--- src/cfg_menu_defs.vh ---
`ifndef CFG_MENU_DEFS_VH
`define CFG_MENU_DEFS_VH

// clock rate and times, each in its own unit
`define CLK_HZ 64'd10000000
`define IDLE_MIN 64'd15
`define CAL_HOURS 64'd2
`define CAL_HOLD_SEC 64'd5
`define STEP_SEC 64'd5
`define TEST_HOLD_SEC 64'd2
`define LOGO_SEC 64'd3
`define SEC_PER_MIN 64'd60
`define SEC_PER_HOUR 64'd3600

// register byte offsets
`define REG_CTRL 8'h00
`define REG_DISPLAY 8'h04
`define REG_BUS 8'h08
`define REG_NET 8'h0C
`define REG_CHTYPE 8'h10
`define REG_THR01 8'h14
`define REG_THR23 8'h18
`define REG_STATUS 8'h1C

// field positions
`define CTRL_BAND 0
`define DISP_UPPER 7:0
`define DISP_LOWER 15:8
`define BUS_ADDR 7:0
`define BUS_BAUD 9:8
`define BUS_RTO 23:16
`define NET_CHAN 7:0
`define NET_PRIMARY 8
`define NET_FREL 9
`define NET_FS 13:10
`define NET_FTFS 14
`define NET_AUTO 19:16
`define NET_INCR 23:20
`define THR_LO 15:0
`define THR_HI 31:16
`define ST_MODE 4:0
`define ST_STEP 15:5
`define ST_RELAY 19:16
`define ST_F15 20
`define ST_FTERM 21
`define ST_FSIDX 23:22

// value ranges and reset values
`define CON_DEF 8'h80
`define CON_MIN 8'h00
`define CON_MAX 8'hFF
`define ADDR_DEF 8'h01
`define ADDR_MIN 8'h01
`define ADDR_MAX 8'hF7
`define BAUD_4800 8'h00
`define BAUD_9600 8'h01
`define BAUD_19200 8'h02
`define RTO_MIN 8'h06
`define RTO_MAX 8'hFF
`define RTO_DEF 8'h0A
`define NET_MIN 8'h01
`define NET_MAX_900 8'h34
`define NET_MAX_24 8'h4E
`define NET_DEF 8'h05
`define CHTYPE_DEF 32'h0FFFFFFF
`define THR1_DEF 16'h000A
`define THR2_DEF 16'h000F
`define THR3_DEF 16'h0014
`define THR4_DEF 16'h0019
`define ALL4 4'hF
`define NONE4 4'h0
`define TEST_FIRST 4'h1
`define FS_LAST 2'h3
`define FS_THIRD 2'h2

`endif

--- src/tick_timer.v ---
`timescale 1ns/10ps
`include "cfg_menu_defs.vh"

// counts cycles while run is high; pulses done every LIMIT cycles
module tick_timer #(
	parameter W = 40,
	parameter [63:0] LIMIT = 64'd1
) (
	// clock and reset
	input wire pclk,
	input wire presetn,
	// control
	input wire run,
	output reg done
);
	localparam [W-1:0] LAST = LIMIT[W-1:0] - {{(W-1){1'b0}}, 1'b1};
	reg [W-1:0] count;

	// dropping run restarts the interval from zero
	always @(posedge pclk or negedge presetn) begin
		if (!presetn) begin
			count <= {W{1'b0}};
			done <= 1'b0;
		end else begin
			done <= 1'b0;
			if (!run) begin
				count <= {W{1'b0}};
			end else if (count == LAST) begin
				count <= {W{1'b0}};
				done <= 1'b1;
			end else begin
				count <= count + {{(W-1){1'b0}}, 1'b1};
			end
		end
	end
endmodule // tick_timer

--- src/config_menu_mode_controller.v ---
// The implementer's own choices: the placing of the registers and register access over APB.
`timescale 1ns/10ps
`include "cfg_menu_defs.vh"

module config_menu_mode_controller #(
	parameter [63:0] IDLE_CYC = `IDLE_MIN * `SEC_PER_MIN * `CLK_HZ,
	parameter [63:0] CAL_CYC = `CAL_HOURS * `SEC_PER_HOUR * `CLK_HZ,
	parameter [63:0] CAL_HOLD_CYC = `CAL_HOLD_SEC * `CLK_HZ,
	parameter [63:0] STEP_CYC = `STEP_SEC * `CLK_HZ,
	parameter [63:0] TEST_HOLD_CYC = `TEST_HOLD_SEC * `CLK_HZ,
	parameter [63:0] LOGO_CYC = `LOGO_SEC * `CLK_HZ
) (
	// apb slave
	input wire pclk,
	input wire presetn,
	input wire psel,
	input wire penable,
	input wire pwrite,
	input wire [7:0] paddr,
	input wire [31:0] pwdata,
	output reg [31:0] prdata,
	output reg pready,
	output reg pslverr,
	// front panel keys, high while pressed
	input wire next_key,
	input wire increment_key,
	input wire decrement_key,
	input wire exit_key,
	input wire clear_exit_key,
	// alarm and network status
	input wire [3:0] alarm_req,
	input wire fault_any,
	input wire primary_seen,
	// relay and indicator outputs
	output reg [3:0] relay,
	output reg fault_term,
	output reg fault_15,
	output reg led_green,
	output reg led_blue,
	output reg cal_marker,
	output reg menu_active,
	output reg test_active,
	output reg save_pulse
);
	// operating modes, one-hot
	localparam [4:0] M_LOGO = 5'h01;
	localparam [4:0] M_NORM = 5'h02;
	localparam [4:0] M_MENU = 5'h04;
	localparam [4:0] M_CAL = 5'h08;
	localparam [4:0] M_TEST = 5'h10;
	// menu steps, one-hot
	localparam [10:0] S_CONU = 11'h001;
	localparam [10:0] S_CONL = 11'h002;
	localparam [10:0] S_FACT = 11'h004;
	localparam [10:0] S_FREL = 11'h008;
	localparam [10:0] S_FS = 11'h010;
	localparam [10:0] S_FTFS = 11'h020;
	localparam [10:0] S_ADDR = 11'h040;
	localparam [10:0] S_BAUD = 11'h080;
	localparam [10:0] S_RTO = 11'h100;
	localparam [10:0] S_CHAN = 11'h200;
	localparam [10:0] S_ROLE = 11'h400;

	////////////////////////////////////////////////////////////////////////
	// step a value by one within a range
	function [7:0] bump;
		input [7:0] v;
		input up;
		input dn;
		input [7:0] lo;
		input [7:0] hi;
		begin
			if (up && v < hi)
				bump = v + 8'h01;
			else if (dn && v > lo)
				bump = v - 8'h01;
			else
				bump = v;
		end
	endfunction

	// force a written value into its range
	function [7:0] clamp;
		input [7:0] v;
		input [7:0] lo;
		input [7:0] hi;
		begin
			if (v < lo)
				clamp = lo;
			else if (v > hi)
				clamp = hi;
			else
				clamp = v;
		end
	endfunction

	////////////////////////////////////////////////////////////////////////
	reg [4:0] mode;
	reg [10:0] step;
	reg [1:0] fs_idx;
	reg [3:0] test_sel;
	reg test_released;
	reg [4:0] key_prev;
	reg band_24g;
	reg [7:0] con_upper;
	reg [7:0] con_lower;
	reg [7:0] station;
	reg [7:0] baud;
	reg [7:0] radio_to;
	reg [7:0] net_chan;
	reg primary;
	reg frelay;
	reg [3:0] failsafe;
	reg ftfs;
	reg [3:0] auto_reset;
	reg [3:0] increasing;
	reg [31:0] chtype;
	reg [15:0] thr1;
	reg [15:0] thr2;
	reg [15:0] thr3;
	reg [15:0] thr4;
	reg [31:0] rd_mux;
	reg rd_ok;
	reg [3:0] next_relay;

	// key press edges
	wire [4:0] keys = {clear_exit_key, exit_key, decrement_key,
		increment_key, next_key};
	wire [4:0] press = keys & ~key_prev;
	wire next_press = press[0];
	wire inc_press = press[1];
	wire dec_press = press[2];
	wire exit_press = press[3];
	wire clear_press = press[4];
	wire in_menu = (mode == M_MENU);
	wire [7:0] net_max = band_24g ? `NET_MAX_24 : `NET_MAX_900;
	wire wr_en = psel && penable && pwrite && pready;
	wire idle_done;
	wire cal_done;
	wire cal_hold_done;
	wire test_hold_done;
	wire step_done;
	wire logo_done;

	always @(posedge pclk or negedge presetn) begin
		if (!presetn)
			key_prev <= 5'h00;
		else
			key_prev <= keys;
	end

	////////////////////////////////////////////////////////////////////////
	// interval timers
	tick_timer #(.LIMIT(IDLE_CYC)) idle_tmr (
		.pclk(pclk), .presetn(presetn),
		.run(in_menu && (press == 5'h00)),
		.done(idle_done));
	tick_timer #(.LIMIT(CAL_CYC)) cal_tmr (
		.pclk(pclk), .presetn(presetn),
		.run(mode == M_CAL), .done(cal_done));
	tick_timer #(.LIMIT(CAL_HOLD_CYC)) cal_hold_tmr (
		.pclk(pclk), .presetn(presetn),
		.run((mode == M_NORM) && next_key),
		.done(cal_hold_done));
	tick_timer #(.LIMIT(TEST_HOLD_CYC)) test_hold_tmr (
		.pclk(pclk), .presetn(presetn),
		.run((mode == M_NORM) && clear_exit_key),
		.done(test_hold_done));
	tick_timer #(.LIMIT(STEP_CYC)) step_tmr (
		.pclk(pclk), .presetn(presetn),
		.run(mode == M_TEST), .done(step_done));
	tick_timer #(.LIMIT(LOGO_CYC)) logo_tmr (
		.pclk(pclk), .presetn(presetn),
		.run(mode == M_LOGO), .done(logo_done));

	////////////////////////////////////////////////////////////////////////
	// mode and menu step sequencing
	always @(posedge pclk or negedge presetn) begin
		if (!presetn) begin
			mode <= M_LOGO;
			step <= S_CONU;
			fs_idx <= 2'h0;
			test_sel <= `NONE4;
			test_released <= 1'b0;
			save_pulse <= 1'b0;
		end else begin
			save_pulse <= 1'b0;
			case (mode)
			M_LOGO: begin
				if (next_press) begin
					mode <= M_MENU;
					step <= S_CONU;
				end else if (logo_done) begin
					mode <= M_NORM;
				end
			end
			M_MENU: begin
				if (exit_press || idle_done) begin
					mode <= M_NORM;
					save_pulse <= 1'b1;
				end else if (next_press) begin
					case (step)
					S_CONU: step <= S_CONL;
					S_CONL: step <= S_FACT;
					S_FACT: step <= S_FREL;
					S_FREL: begin
						step <= S_FS;
						fs_idx <= 2'h0;
					end
					S_FS: begin
						// relay 4 step hidden when it is the fault relay
						if (fs_idx == `FS_LAST ||
							(fs_idx == `FS_THIRD && frelay))
							step <= S_FTFS;
						else
							fs_idx <= fs_idx + 2'h1;
					end
					S_FTFS: step <= S_ADDR;
					S_ADDR: step <= S_BAUD;
					S_BAUD: step <= S_RTO;
					S_RTO: step <= S_CHAN;
					S_CHAN: step <= S_ROLE;
					S_ROLE: begin
						mode <= M_NORM;
						save_pulse <= 1'b1;
					end
					default: step <= S_CONU;
					endcase
				end
			end
			M_NORM: begin
				if (cal_hold_done) begin
					mode <= M_CAL;
				end else if (test_hold_done) begin
					mode <= M_TEST;
					test_sel <= `TEST_FIRST;
					test_released <= 1'b0;
				end
			end
			M_CAL: begin
				if (clear_press || cal_done)
					mode <= M_NORM;
			end
			M_TEST: begin
				if (!clear_exit_key)
					test_released <= 1'b1;
				if (test_released && clear_press) begin
					mode <= M_NORM;
					test_sel <= `NONE4;
				end else if (step_done) begin
					test_sel <= {test_sel[2:0], test_sel[3]};
				end
			end
			default: mode <= M_NORM;
			endcase
		end
	end

	////////////////////////////////////////////////////////////////////////
	// stored settings: bus writes, else key edits in the menu
	always @(posedge pclk or negedge presetn) begin
		if (!presetn) begin
			band_24g <= 1'b0;
			con_upper <= `CON_DEF;
			con_lower <= `CON_DEF;
			station <= `ADDR_DEF;
			baud <= `BAUD_9600;
			radio_to <= `RTO_DEF;
			net_chan <= `NET_DEF;
			primary <= 1'b0;
			frelay <= 1'b0;
			failsafe <= `NONE4;
			ftfs <= 1'b0;
			auto_reset <= `ALL4;
			increasing <= `ALL4;
			chtype <= `CHTYPE_DEF;
			thr1 <= `THR1_DEF;
			thr2 <= `THR2_DEF;
			thr3 <= `THR3_DEF;
			thr4 <= `THR4_DEF;
		end else if (wr_en) begin
			case (paddr)
			`REG_CTRL: band_24g <= pwdata[`CTRL_BAND];
			`REG_DISPLAY: begin
				con_upper <= pwdata[`DISP_UPPER];
				con_lower <= pwdata[`DISP_LOWER];
			end
			`REG_BUS: begin
				station <= clamp(pwdata[`BUS_ADDR], `ADDR_MIN,
					`ADDR_MAX);
				baud <= clamp({6'h00, pwdata[`BUS_BAUD]}, `BAUD_4800,
					`BAUD_19200);
				radio_to <= clamp(pwdata[`BUS_RTO], `RTO_MIN,
					`RTO_MAX);
			end
			`REG_NET: begin
				net_chan <= clamp(pwdata[`NET_CHAN], `NET_MIN,
					net_max);
				primary <= pwdata[`NET_PRIMARY];
				frelay <= pwdata[`NET_FREL];
				failsafe <= pwdata[`NET_FS];
				ftfs <= pwdata[`NET_FTFS];
				auto_reset <= pwdata[`NET_AUTO];
				increasing <= pwdata[`NET_INCR];
			end
			`REG_CHTYPE: chtype <= pwdata;
			`REG_THR01: begin
				thr1 <= pwdata[`THR_LO];
				thr2 <= pwdata[`THR_HI];
			end
			`REG_THR23: begin
				thr3 <= pwdata[`THR_LO];
				thr4 <= pwdata[`THR_HI];
			end
			default: band_24g <= band_24g;
			endcase
		end else if (in_menu && (inc_press || dec_press)) begin
			case (step)
			S_CONU: con_upper <= bump(con_upper, inc_press, dec_press,
				`CON_MIN, `CON_MAX);
			S_CONL: con_lower <= bump(con_lower, inc_press, dec_press,
				`CON_MIN, `CON_MAX);
			S_FACT: begin
				if (inc_press) begin
					chtype <= `CHTYPE_DEF;
					thr1 <= `THR1_DEF;
					thr2 <= `THR2_DEF;
					thr3 <= `THR3_DEF;
					thr4 <= `THR4_DEF;
					auto_reset <= `ALL4;
					increasing <= `ALL4;
					baud <= `BAUD_9600;
					radio_to <= `RTO_DEF;
					net_chan <= `NET_DEF;
					primary <= 1'b0;
				end
			end
			S_FREL: frelay <= inc_press;
			S_FS: failsafe[fs_idx] <= inc_press;
			S_FTFS: ftfs <= inc_press;
			S_ADDR: station <= bump(station, inc_press, dec_press,
				`ADDR_MIN, `ADDR_MAX);
			S_BAUD: baud <= bump(baud, inc_press, dec_press,
				`BAUD_4800, `BAUD_19200);
			S_RTO: radio_to <= bump(radio_to, inc_press, dec_press,
				`RTO_MIN, `RTO_MAX);
			S_CHAN: net_chan <= bump(net_chan, inc_press, dec_press,
				`NET_MIN, net_max);
			S_ROLE: primary <= inc_press;
			default: primary <= primary;
			endcase
		end
	end

	////////////////////////////////////////////////////////////////////////
	// relay drive: failsafe inverts the resting state
	always @* begin
		next_relay = alarm_req ^ failsafe;
		if (frelay)
			next_relay[3] = fault_any ^ failsafe[3];
		if (mode == M_CAL)
			next_relay = `NONE4;
		else if (mode == M_TEST)
			next_relay = test_sel;
	end

	// registered panel outputs
	always @(posedge pclk or negedge presetn) begin
		if (!presetn) begin
			relay <= `NONE4;
			fault_term <= 1'b0;
			fault_15 <= 1'b0;
			led_green <= 1'b0;
			led_blue <= 1'b0;
			cal_marker <= 1'b0;
			menu_active <= 1'b0;
			test_active <= 1'b0;
		end else begin
			relay <= next_relay;
			fault_term <= fault_any ^ ftfs;
			fault_15 <= !primary && !primary_seen;
			led_green <= primary;
			led_blue <= !primary;
			cal_marker <= (mode == M_CAL);
			menu_active <= in_menu;
			test_active <= (mode == M_TEST);
		end
	end

	////////////////////////////////////////////////////////////////////////
	// read mux
	always @* begin
		rd_mux = 32'h00000000;
		rd_ok = 1'b1;
		case (paddr)
		`REG_CTRL: rd_mux[`CTRL_BAND] = band_24g;
		`REG_DISPLAY: begin
			rd_mux[`DISP_UPPER] = con_upper;
			rd_mux[`DISP_LOWER] = con_lower;
		end
		`REG_BUS: begin
			rd_mux[`BUS_ADDR] = station;
			rd_mux[`BUS_BAUD] = baud[1:0];
			rd_mux[`BUS_RTO] = radio_to;
		end
		`REG_NET: begin
			rd_mux[`NET_CHAN] = net_chan;
			rd_mux[`NET_PRIMARY] = primary;
			rd_mux[`NET_FREL] = frelay;
			rd_mux[`NET_FS] = failsafe;
			rd_mux[`NET_FTFS] = ftfs;
			rd_mux[`NET_AUTO] = auto_reset;
			rd_mux[`NET_INCR] = increasing;
		end
		`REG_CHTYPE: rd_mux = chtype;
		`REG_THR01: rd_mux = {thr2, thr1};
		`REG_THR23: rd_mux = {thr4, thr3};
		`REG_STATUS: begin
			rd_mux[`ST_MODE] = mode;
			rd_mux[`ST_STEP] = step;
			rd_mux[`ST_RELAY] = relay;
			rd_mux[`ST_F15] = fault_15;
			rd_mux[`ST_FTERM] = fault_term;
			rd_mux[`ST_FSIDX] = fs_idx;
		end
		default: rd_ok = 1'b0;
		endcase
	end

	// apb answer: data and error captured in the setup cycle
	always @(posedge pclk or negedge presetn) begin
		if (!presetn) begin
			prdata <= 32'h00000000;
			pready <= 1'b0;
			pslverr <= 1'b0;
		end else begin
			pready <= 1'b1;
			if (psel && !penable) begin
				prdata <= pwrite ? 32'h00000000 : rd_mux;
				pslverr <= !rd_ok;
			end
		end
	end
endmodule // config_menu_mode_controller

--- config.mk ---
export PLATFORM = sky130hd
export DESIGN_NAME = config_menu_mode_controller
export DESIGN_NICKNAME = d
export VERILOG_FILES = /design/src/tick_timer.v /design/src/config_menu_mode_controller.v
export VERILOG_INCLUDE_DIRS = /design/src
export SDC_FILE = /design/constraint.sdc
export NUM_CORES = 1
export LEC_CHECK = 0
export ABC_CLOCK_PERIOD_IN_PS = 3900
export BUFFER_PORTS_ARGS = -buffer_cell sky130_fd_sc_hd__buf_2
export CORE_MARGIN = 5
export CORE_UTILIZATION = 50
export CTS_CLUSTER_SIZE = 16
export DETAILED_ROUTE_END_ITERATION = 8
export PLACE_DENSITY_LB_ADDON = 0.1
export SYNTH_ARGS = -nofsm -noshare
export SYNTH_HDL_FRONTEND = slang
export SYNTH_SLANG_ARGS = --single-unit
--- constraint.sdc ---
create_clock -name pclk -period 3.9 [get_ports pclk]
set_input_delay 0 -clock pclk [delete_from_list [all_inputs] [get_ports pclk]]
set_output_delay 0 -clock pclk [all_outputs]
set_load 0.1 [all_outputs]
==> results of run 1 <==
## path summary, 6_finish.rpt
kind	startpoint	end
max	baud[5]	baud[6]
min	presetn	logo_tmr.count[24]
max reg2reg	baud[5]	baud[6]
min reg2reg	logo_tmr.done	mode[0]
max in group asynchronous	presetn	step_tmr.count[24]
min in group pclk	exit_key	key_prev[3]
## critical path, stage by stage (launching register included)
cell     delay (ns)
dfrtp_1        0.40
nor4_1         0.48
nand3_1        0.43
ha_1           0.47
nor2b_1        0.15
o21ai_0        0.22
a21oi_1        0.13
o21a_1         0.19
or4b_2         0.62
nand3_1        0.10
## where the power goes
| group | total, mW | internal [mW] | switching (mW) |
|---|---|---|---|
| Clock | 5.28 | 3.15 | 2.13 |
| Combinational | 0.602 | 0.197 | 0.405 |
| Sequential | 5.11 | 5.06 | 0.0524 |
| Total | 11.0 | 8.41 | 2.58 |
## cells by family after synthesis
group,Yosys count,synth area share
simple gates,1261,0.240
buf+inv,179,0.0278
compound gates,463,0.117
other cells,1,0.000149
xor+xnor,256,0.0891
flops,480,0.480
mux,43,0.0184
fa+ha+maj,53,0.0276
## cell type report
cell class	instances	area, µm²
Clock buffer	70	1520
Timing Repair Buffer	195	1410
Inverter	54	203
Fill cell	4377	21100
Sequential cell	480	12100
Tap cell	672	841
Clock inverter	29	328
Antenna cell	3	7.51
Multi-Input combinational cell	2077	12500
## per-stage QoR
| stage | std cells | hold slack, ns |
|---|---|---|
| floorplan | 2736 | -0.296 |
| global placement | 3427 | 0.105 |
| detailed placement | 3427 | 0.102 |
| CTS | 3577 | 0.0120 |
| global route | 3577 | 0.0350 |
| finish | 3580 | 0.0291 |
## synthesized netlist by cell type (19+ instances only)
master and number:
inv_1 54, nor2_1 446, or4_1 19, o21ai_0 158
a21oi_1 98, a22oi_1 33, nand3_1 121, mux2i_1 27
nand4_1 77, a21o_1 22, ha_1 49, dfrtp_1 423
dfstp_2 57, clkbuf_1 103, xnor2_1 117, nor3_1 71
nor4_1 55, nand2_1 286, xor2_1 139, and4_1 23
and3_1 55
## sequential cells by signal (all words and copies together), names as in the netlist, 5 cells and up
register,flops
cal_hold_tmr.count,40
cal_tmr.count,40
idle_tmr.count,40
logo_tmr.count,40
step_tmr.count,40
test_hold_tmr.count,40
chtype,32
prdata,32
thr1,16
thr2,16
thr3,16
thr4,16
step,11
baud,8
con_lower,8
con_upper,8
net_chan,8
radio_to,8
station,8
key_prev,5
mode,5
## cell usage in the layout (no fill, tap or decap), types with 15 or more instances in the layout
master,count
dfstp_2,57
a221oi_1,16
dfrtp_1,423
a22oi_1,33
nor2_1,445
nand2b_1,15
or4_1,19
nand2_1,286
o21ai_0,158
and4_1,22
nand3_1,121
mux2i_1,27
buf_4,38
buf_2,100
clkbuf_16,55
nand4_1,77
and3_1,55
nor3_1,69
inv_1,54
nor4_1,55
xor2_1,139
xnor2_1,117
clkinv_2,17
a31oi_1,17
a21o_1,22
ha_1,49
nor2b_1,16
dlygate4sd3_1,51
a21oi_1,96
## routing by layer
layer,vias to the layer above,GRT usage,routed length [µm]
li1,9893,-,-
met1,10126,0.345,30300
met2,543,0.391,31400
met3,116,0.0310,3790
met4,2,0.0737,1760
met5,-,0,13
## timing repair
item / 4_1_cts / 5_1_grt
hold buffers: 51 / 0
hold endpoints to repair: 266 / 0
buffers inserted: 0 / 0
endpoints found under the setup margin: 0 / 0
resized for setup: 0 / 0
==> summary.txt, run 1 <==
GRT
  • Aggregate global-route resource usage: 0.242
  • Vias in the first global route: about 20000
  • Largest net degree at the start of global routing: 95
  • Initial antenna violation count: 2
  • GRT overflow: 0
  • First-pass GRT wire length: 108000 µm

CTS
  • Sink Count: 480
  • CTS clock-pin slew for the worst setup and hold paths: roughly 0.06 ns
  • Root buf cell: clkbuf_16
  • CTS Buf Count: 54
  • CTS H-tree lvls: 2
  • TritonCTS clock tree: yes
  • Worst-skew pair later-pin latency: 0.62 ns
  • Clock Tree Buf Depth: 3

Cells and area
  • Final instance area: a little under 30000 µm²
  • Synthesis-to-finish area growth: 14.7%
  • Final core occ: 0.577
  • Nets: 2971
  • Fraction of final layout cells sized beyond drive strength 1: 0.118

Job
  • Max-Cap Viols: 0

Die
  • Die width: approximately 230 µm
  • FP Rows: around 80
  • Core area: 50000 µm²
  • Ports: approximately 100
  • Initial Util: 0.504
  • Die ar.: around 55000 µm²
  • Die H: 234 µm

STA
  • Setup WS post-layout: 0.640 ns
  • Fmax: 0.307 GHz
  • Worst-margin pin slew: 1.21 ns
  • Final-report setup violation count: 0
  • RSZ-0062 raised after global routing: no
  • Setup TNS: 0 ns
  • Skew final: around 0.028 ns
  • Part of the cycle the worst path needs: 0.836
  • Slew HR: 0.186
  • Post-layout min period: between 3 and 4 ns
  • Hold Fails Final Rpt: 0
  • Fin. max-slew vios: 0

Synthesis
  • Post-Synthesis Cells: between 2000 and 3000
  • Mapped cell area: about 25000 µm²
  • Ys async rst share: 1.00
  • Synth area leaders: dfrtp_1, nor2_1, dfstp_2, xor2_1, nand2_1
  • Syn_area_per_cell: 9.20 µm²
  • Yosys reg bits: 480
  • Syn. warnings: 0
  • Synth Flop Type: dfrtp_1
  • Post-Synthesis Net Count: about 2800
  • Netlist cell types: 85
  • Post-synth top area share: 0.421
  • Seq/Total Area, Yosys: 0.480
  • EDFF count, synth: 0
  • Synth area leader: dfrtp_1

Routing
  • Post-DRT Antenna Nets: 0
  • Routed vias: 20680
  • Post-Route WL: ~67000 µm
  • DR DRC count: 0
  • DR vias/cell: slightly below 6
  • Wire per inst: 18.8 µm
  • Starting DRT DRC Count: 1920
  • DR pass1 iterations: 6

Place
  • Post-DP HPWL: about 47000 µm
  • GPL Wtd Cong: 0.900
  • Place WS: ~0.7 ns
  • Port Buffers: 101
  • Dpl cell area: approximately 26000 µm²

Power and ir drop
  • Peak supply drop: between 0.3 and 0.4 mV
  • Final Power: roughly 11 mW
  • Power per cell area: around 380 nW/µm²
  • LEAKAGE: around 12 nW

Worst setup path
  • Startpoint Class: flop
  • Crit end category: flop
  • WP data required: roughly 4.4 ns
  • FF-to-FF path depth: 9
  • Reg2Reg Setup Slack: 0.64 ns
  • Worst EP arrival: roughly 3.8 ns
  • Critical path type: flop to flop
  • Worst Path Max Fanout: 9

Hold path
  • Hold/Removal Path Class: input pin to asynchronous set/reset pin

Run status
  • Status: finished clean
Note: power is estimated with default switching activity, not from simulation.
==> run 2: changes to the inputs <==
--- a/config.mk
+++ b/config.mk
@@ -6,7 +6,8 @@
 export SDC_FILE = /design/constraint.sdc
 export NUM_CORES = 1
 export LEC_CHECK = 0
-export ABC_CLOCK_PERIOD_IN_PS = 3900
+export ABC_AREA = 1
+export ABC_CLOCK_PERIOD_IN_PS = 2800
 export BUFFER_PORTS_ARGS = -buffer_cell sky130_fd_sc_hd__buf_2
 export CORE_MARGIN = 5
 export CORE_UTILIZATION = 50
==> constraint.sdc (replaced) <==
create_clock -name pclk -period 2.8 [get_ports pclk]
set_input_delay 0 -clock pclk [delete_from_list [all_inputs] [get_ports pclk]]
set_output_delay 0 -clock pclk [all_outputs]
set_load 0.1 [all_outputs]
==> summary.txt, run 2 <==
Run status
  • Status: finished clean

Worst setup path
  • Reg-to-Reg End: con_lower[5]
  • CP startpoint: key_prev[1]
  • Startpoint Class: flop
  • Worst Path Max Fanout: 10 (+1)
  • WP data required: 3.27 ns (-1.16 ns)
  • FF-to-FF path depth: 15 (+6)
  • Worst reg2reg startpoint: key_prev[1]
  • Worst EP arrival: 2.95 ns (-0.84 ns)
  • Crit end category: flop
  • Critical path type: flop to flop
  • Reg2Reg Setup Slack: 0.32 ns (-0.32 ns)
  • Worst setup path endpoint: con_lower[5]

STA
  • Fmax: 0.403 GHz (+31%)
  • Fin. max-slew vios: 0 (unchanged)
  • RSZ-0062 raised after global routing: no
  • Hold Fails Final Rpt: 0 (unchanged)
  • Setup TNS: 0 ns (unchanged)
  • Skew final: 0.0156 ns (-0.0125 ns)
  • Part of the cycle the worst path needs: 0.886 (+0.0497)
  • Post-layout min period: 2.48 ns (-0.780 ns)
  • Slew HR: 0.521 (+0.334)
  • Worst-margin pin slew: 0.719 ns (-0.489 ns)
  • Final-report setup violation count: 0 (unchanged)

Die
  • Initial Util: 0.505 (+0.00151)
  • Ports: 102 (unchanged)
  • FP Rows: 87 (+6.1%)
  • Core area: 56400 µm² (+13%)
  • Die H: 249 µm (+6.1%)
  • Die width: 249 µm (+6.1%)
  • Die ar.: 61800 µm² (+13%)

Power and ir drop
  • Sequential share of power: 0.456 (-0.009)
  • Final Power: 15.7 mW (+43%)
  • Switching pwr: 3.74 mW (+45%)
  • Peak supply drop: 0.553 mV (+68%)
  • Int Pwr: 11.9 mW (+42%)
  • Clock power frac: 0.477 (-0.003)
  • LEAKAGE: 13.9 nW (+14%)
  • Power per cell area: 484 nW/µm² (+27%)
  • Comb pwr share: 0.067 (+0.012)
  • Net Sw Frac: 0.238 (+0.00310)

Routing
  • Metal2 WL: 38100 µm (+22%)
  • M1 WL: 38500 µm (+27%)
  • Post-DRT Antenna Nets: 0 (unchanged)
  • Routed length on met3: 4290 µm (+13%)
  • Routed vias: 26178 (+27%)
  • DR pass1 iterations: 5 (-1)
  • DR DRC count: 0 (unchanged)
  • Max layer used: met4
  • Post-Route WL: 83700 µm (+25%)
  • Starting DRT DRC Count: 2245 (+17%)
  • DR vias/cell: 5.35 (-7.4%)
  • Wire per inst: 17.1 µm (-8.9%)

Cells and area
  • Final instance area: 32400 µm² (+12%)
  • Register Area: 12100 µm² (unchanged)
  • Most common cell after layout, fill and taps aside: nand2_1
  • Synthesis-to-finish area growth: 13.7%
  • Fraction of final layout cells sized beyond drive strength 1: 0.0931 (-0.0249)
  • Multi-input gate area: 14600 µm² (+18%)
  • Fill cells: 5520 (+26%)
  • Commonest cells after routing, fill and taps aside: nand2_1, nor2_1, dfrtp_1
  • Nets: 4199 (+41%)

Synthesis
  • Yosys reg bits: 480 (unchanged)
  • Synth cell count leaders: nand2_1, nor2_1, dfrtp_1
  • Post-synth top area share: 0.372 (-0.0490)
  • Mapped cell area: 28500 µm² (+13%)
  • Syn_area_per_cell: 7.27 µm² (-21%)
  • Ys async rst share: 1.00 (unchanged)
  • EDFF count, synth: 0 (unchanged)
  • Synth area leaders: dfrtp_1, nand2_1, nor2_1, xor2_1, dfstp_2
  • Post-Synthesis Cells: 3919 (+43%)
  • Post-Synthesis Net Count: 4028 (+42%)
  • Most frequent cell after synthesis: nand2_1
  • Synth Flop Type: dfrtp_1
  • Netlist cell types: 58 (-32%)
  • Syn. warnings: 0 (unchanged)
  • Seq/Total Area, Yosys: 0.424 (-0.0560)
  • Synth area leader: dfrtp_1

CTS
  • CTS H-tree lvls: 2 (unchanged)
  • Worst-skew pair later-pin latency: 0.61 ns (about the same)
  • Sink Count: 480 (unchanged)
  • Post-CTS setup buffer count: 0 (unchanged)
  • Root buf cell: clkbuf_16
  • TritonCTS clock tree: yes
  • Clock Tree Buf Depth: 3 (unchanged)
  • CTS Buf Count: 55 (+1.9%)
  • CTS clock-pin slew for the worst setup and hold paths: 0.06 ns (about the same)

Place
  • GPL Wtd Cong: 0.973 (+8.2%)
  • Dpl cell area: 30000 µm² (+13%)
  • Post-DP HPWL: 61500 µm (+32%)
  • Port Buffers: 101 (unchanged)

GRT
  • GRT overflow: 0 (unchanged)
  • Vias in the first global route: 25182 (+26%)
  • First-pass GRT wire length: 137000 µm (+27%)
  • Aggregate global-route resource usage: 0.267 (+0.0243)
  • Largest net degree at the start of global routing: 77 (-19%)
  • Initial antenna violation count: 1 (-1)

Job
  • Max-Cap Viols: 0 (unchanged)

Hold path
  • Hold/Removal Path Class: input pin to flop
==> run 2: changes by cell type after synthesis, sizes merged, moves of 53 or more <==
cell / before / now
nand2: 286 / 1079
inv: 54 / 355
nor2: 446 / 700
nand3: 121 / 259
nor3: 71 / 172
xnor2: 117 / 32
o21ai: 161 / 244
clkbuf: 104 / 27
and3: 55 / 2
==> run 2: cell families (layout without fill, tap and decap cells) <==
| logic type | count (synthesis) | after routing | share of synthesized area |
|---|---|---|---|
| AOI/OAI and AO/OA | 361 | 361 | 0.0681 |
| xor gates and xnor gates | 210 | 210 | 0.0646 |
| adders and majority gates | 53 | 53 | 0.0243 |
| buffers and inverters | 444 | 659 | 0.0626 |
| DFF | 480 | 480 | 0.424 |
| other | 1 | 3 | 0.000132 |
| and+or+nand+nor | 2370 | 2370 | 0.356 |
==> run 2: how the worst min path moves through the flow <==
stage	endpoint	cells after the start	from	slack, ns
floorplan	band_24g	0	presetn	-0.30
global placement	idle_tmr.count[14]	1	presetn	0.05
detailed placement	idle_tmr.count[14]	1	presetn	0.07
CTS	key_prev[3]	2	exit_key	0.01
global route	key_prev[3]	2	exit_key	0.04
finish	key_prev[3]	2	exit_key	0.05
==> run 2: cell type report <==
cell class / instances / area share
Sequential cell: 480 / 0.373
Clock inverter: 12 / 0.00579
Timing Repair Buffer: 201 / 0.0463
Inverter: 357 / 0.0415
Clock buffer: 89 / 0.0521
Multi-Input combinational cell: 2995 / 0.452
Tap cell: 756 / 0.0292
Antenna cell: 2 / 0.000155
==> run 2: per-stage QoR <==
stage / util / setup slack (ns) / hold slack (ns) / instances
finish: 0.574 / 0.320 / 0.0518 / 4892
global route: 0.574 / 0.0977 / 0.0353 / 4890
CTS: 0.574 / 0.313 / 0.00950 / 4890
detailed placement: 0.532 / 0.328 / 0.0656 / 4736
global placement: 0.532 / 0.345 / 0.0543 / 4736
floorplan: - / 0.559 / -0.296 / 3919
==> run 2: power by group through the flow <==
stage	Sequential (mW)	Combinational (mW)	Clock (mW)
floorplan	7.32	0.504	0
CTS	7.15	1.05	7.66
global route	7.16	1.17	7.95
finish	7.15	1.05	7.48
global placement	7.27	0.985	0
detailed placement	7.27	0.992	0
==> run 2: per-layer routing <==
layer,global-route usage,vias to the layer above
li1,-,12961
met1,0.382,12298
met2,0.427,759
met3,0.0303,160
met4,0.0862,0
met5,0,-
==> run 2: worst max-delay path: stages (launching register included) <==
cell      delay [ns]
dfrtp_1         0.32
inv_1           0.06
nand2_4         0.05
clkinv_1        0.22
buf_4           0.27
nand2_1         0.32
ha_1            0.36
nand3_1         0.11
nand3_1         0.11
nand2_1         0.09
nand2_1         0.08
nor2_1          0.08
nand3b_1        0.10
nand2_1         0.05
nand2_1         0.05
o21ai_0         0.08
==> run 2: timing repair <==
item                                    CTS  global route
hold buffers                             53             0
endpoints found under the setup margin    0             1
resized for setup                         0             1
hold endpoints to repair                590             0
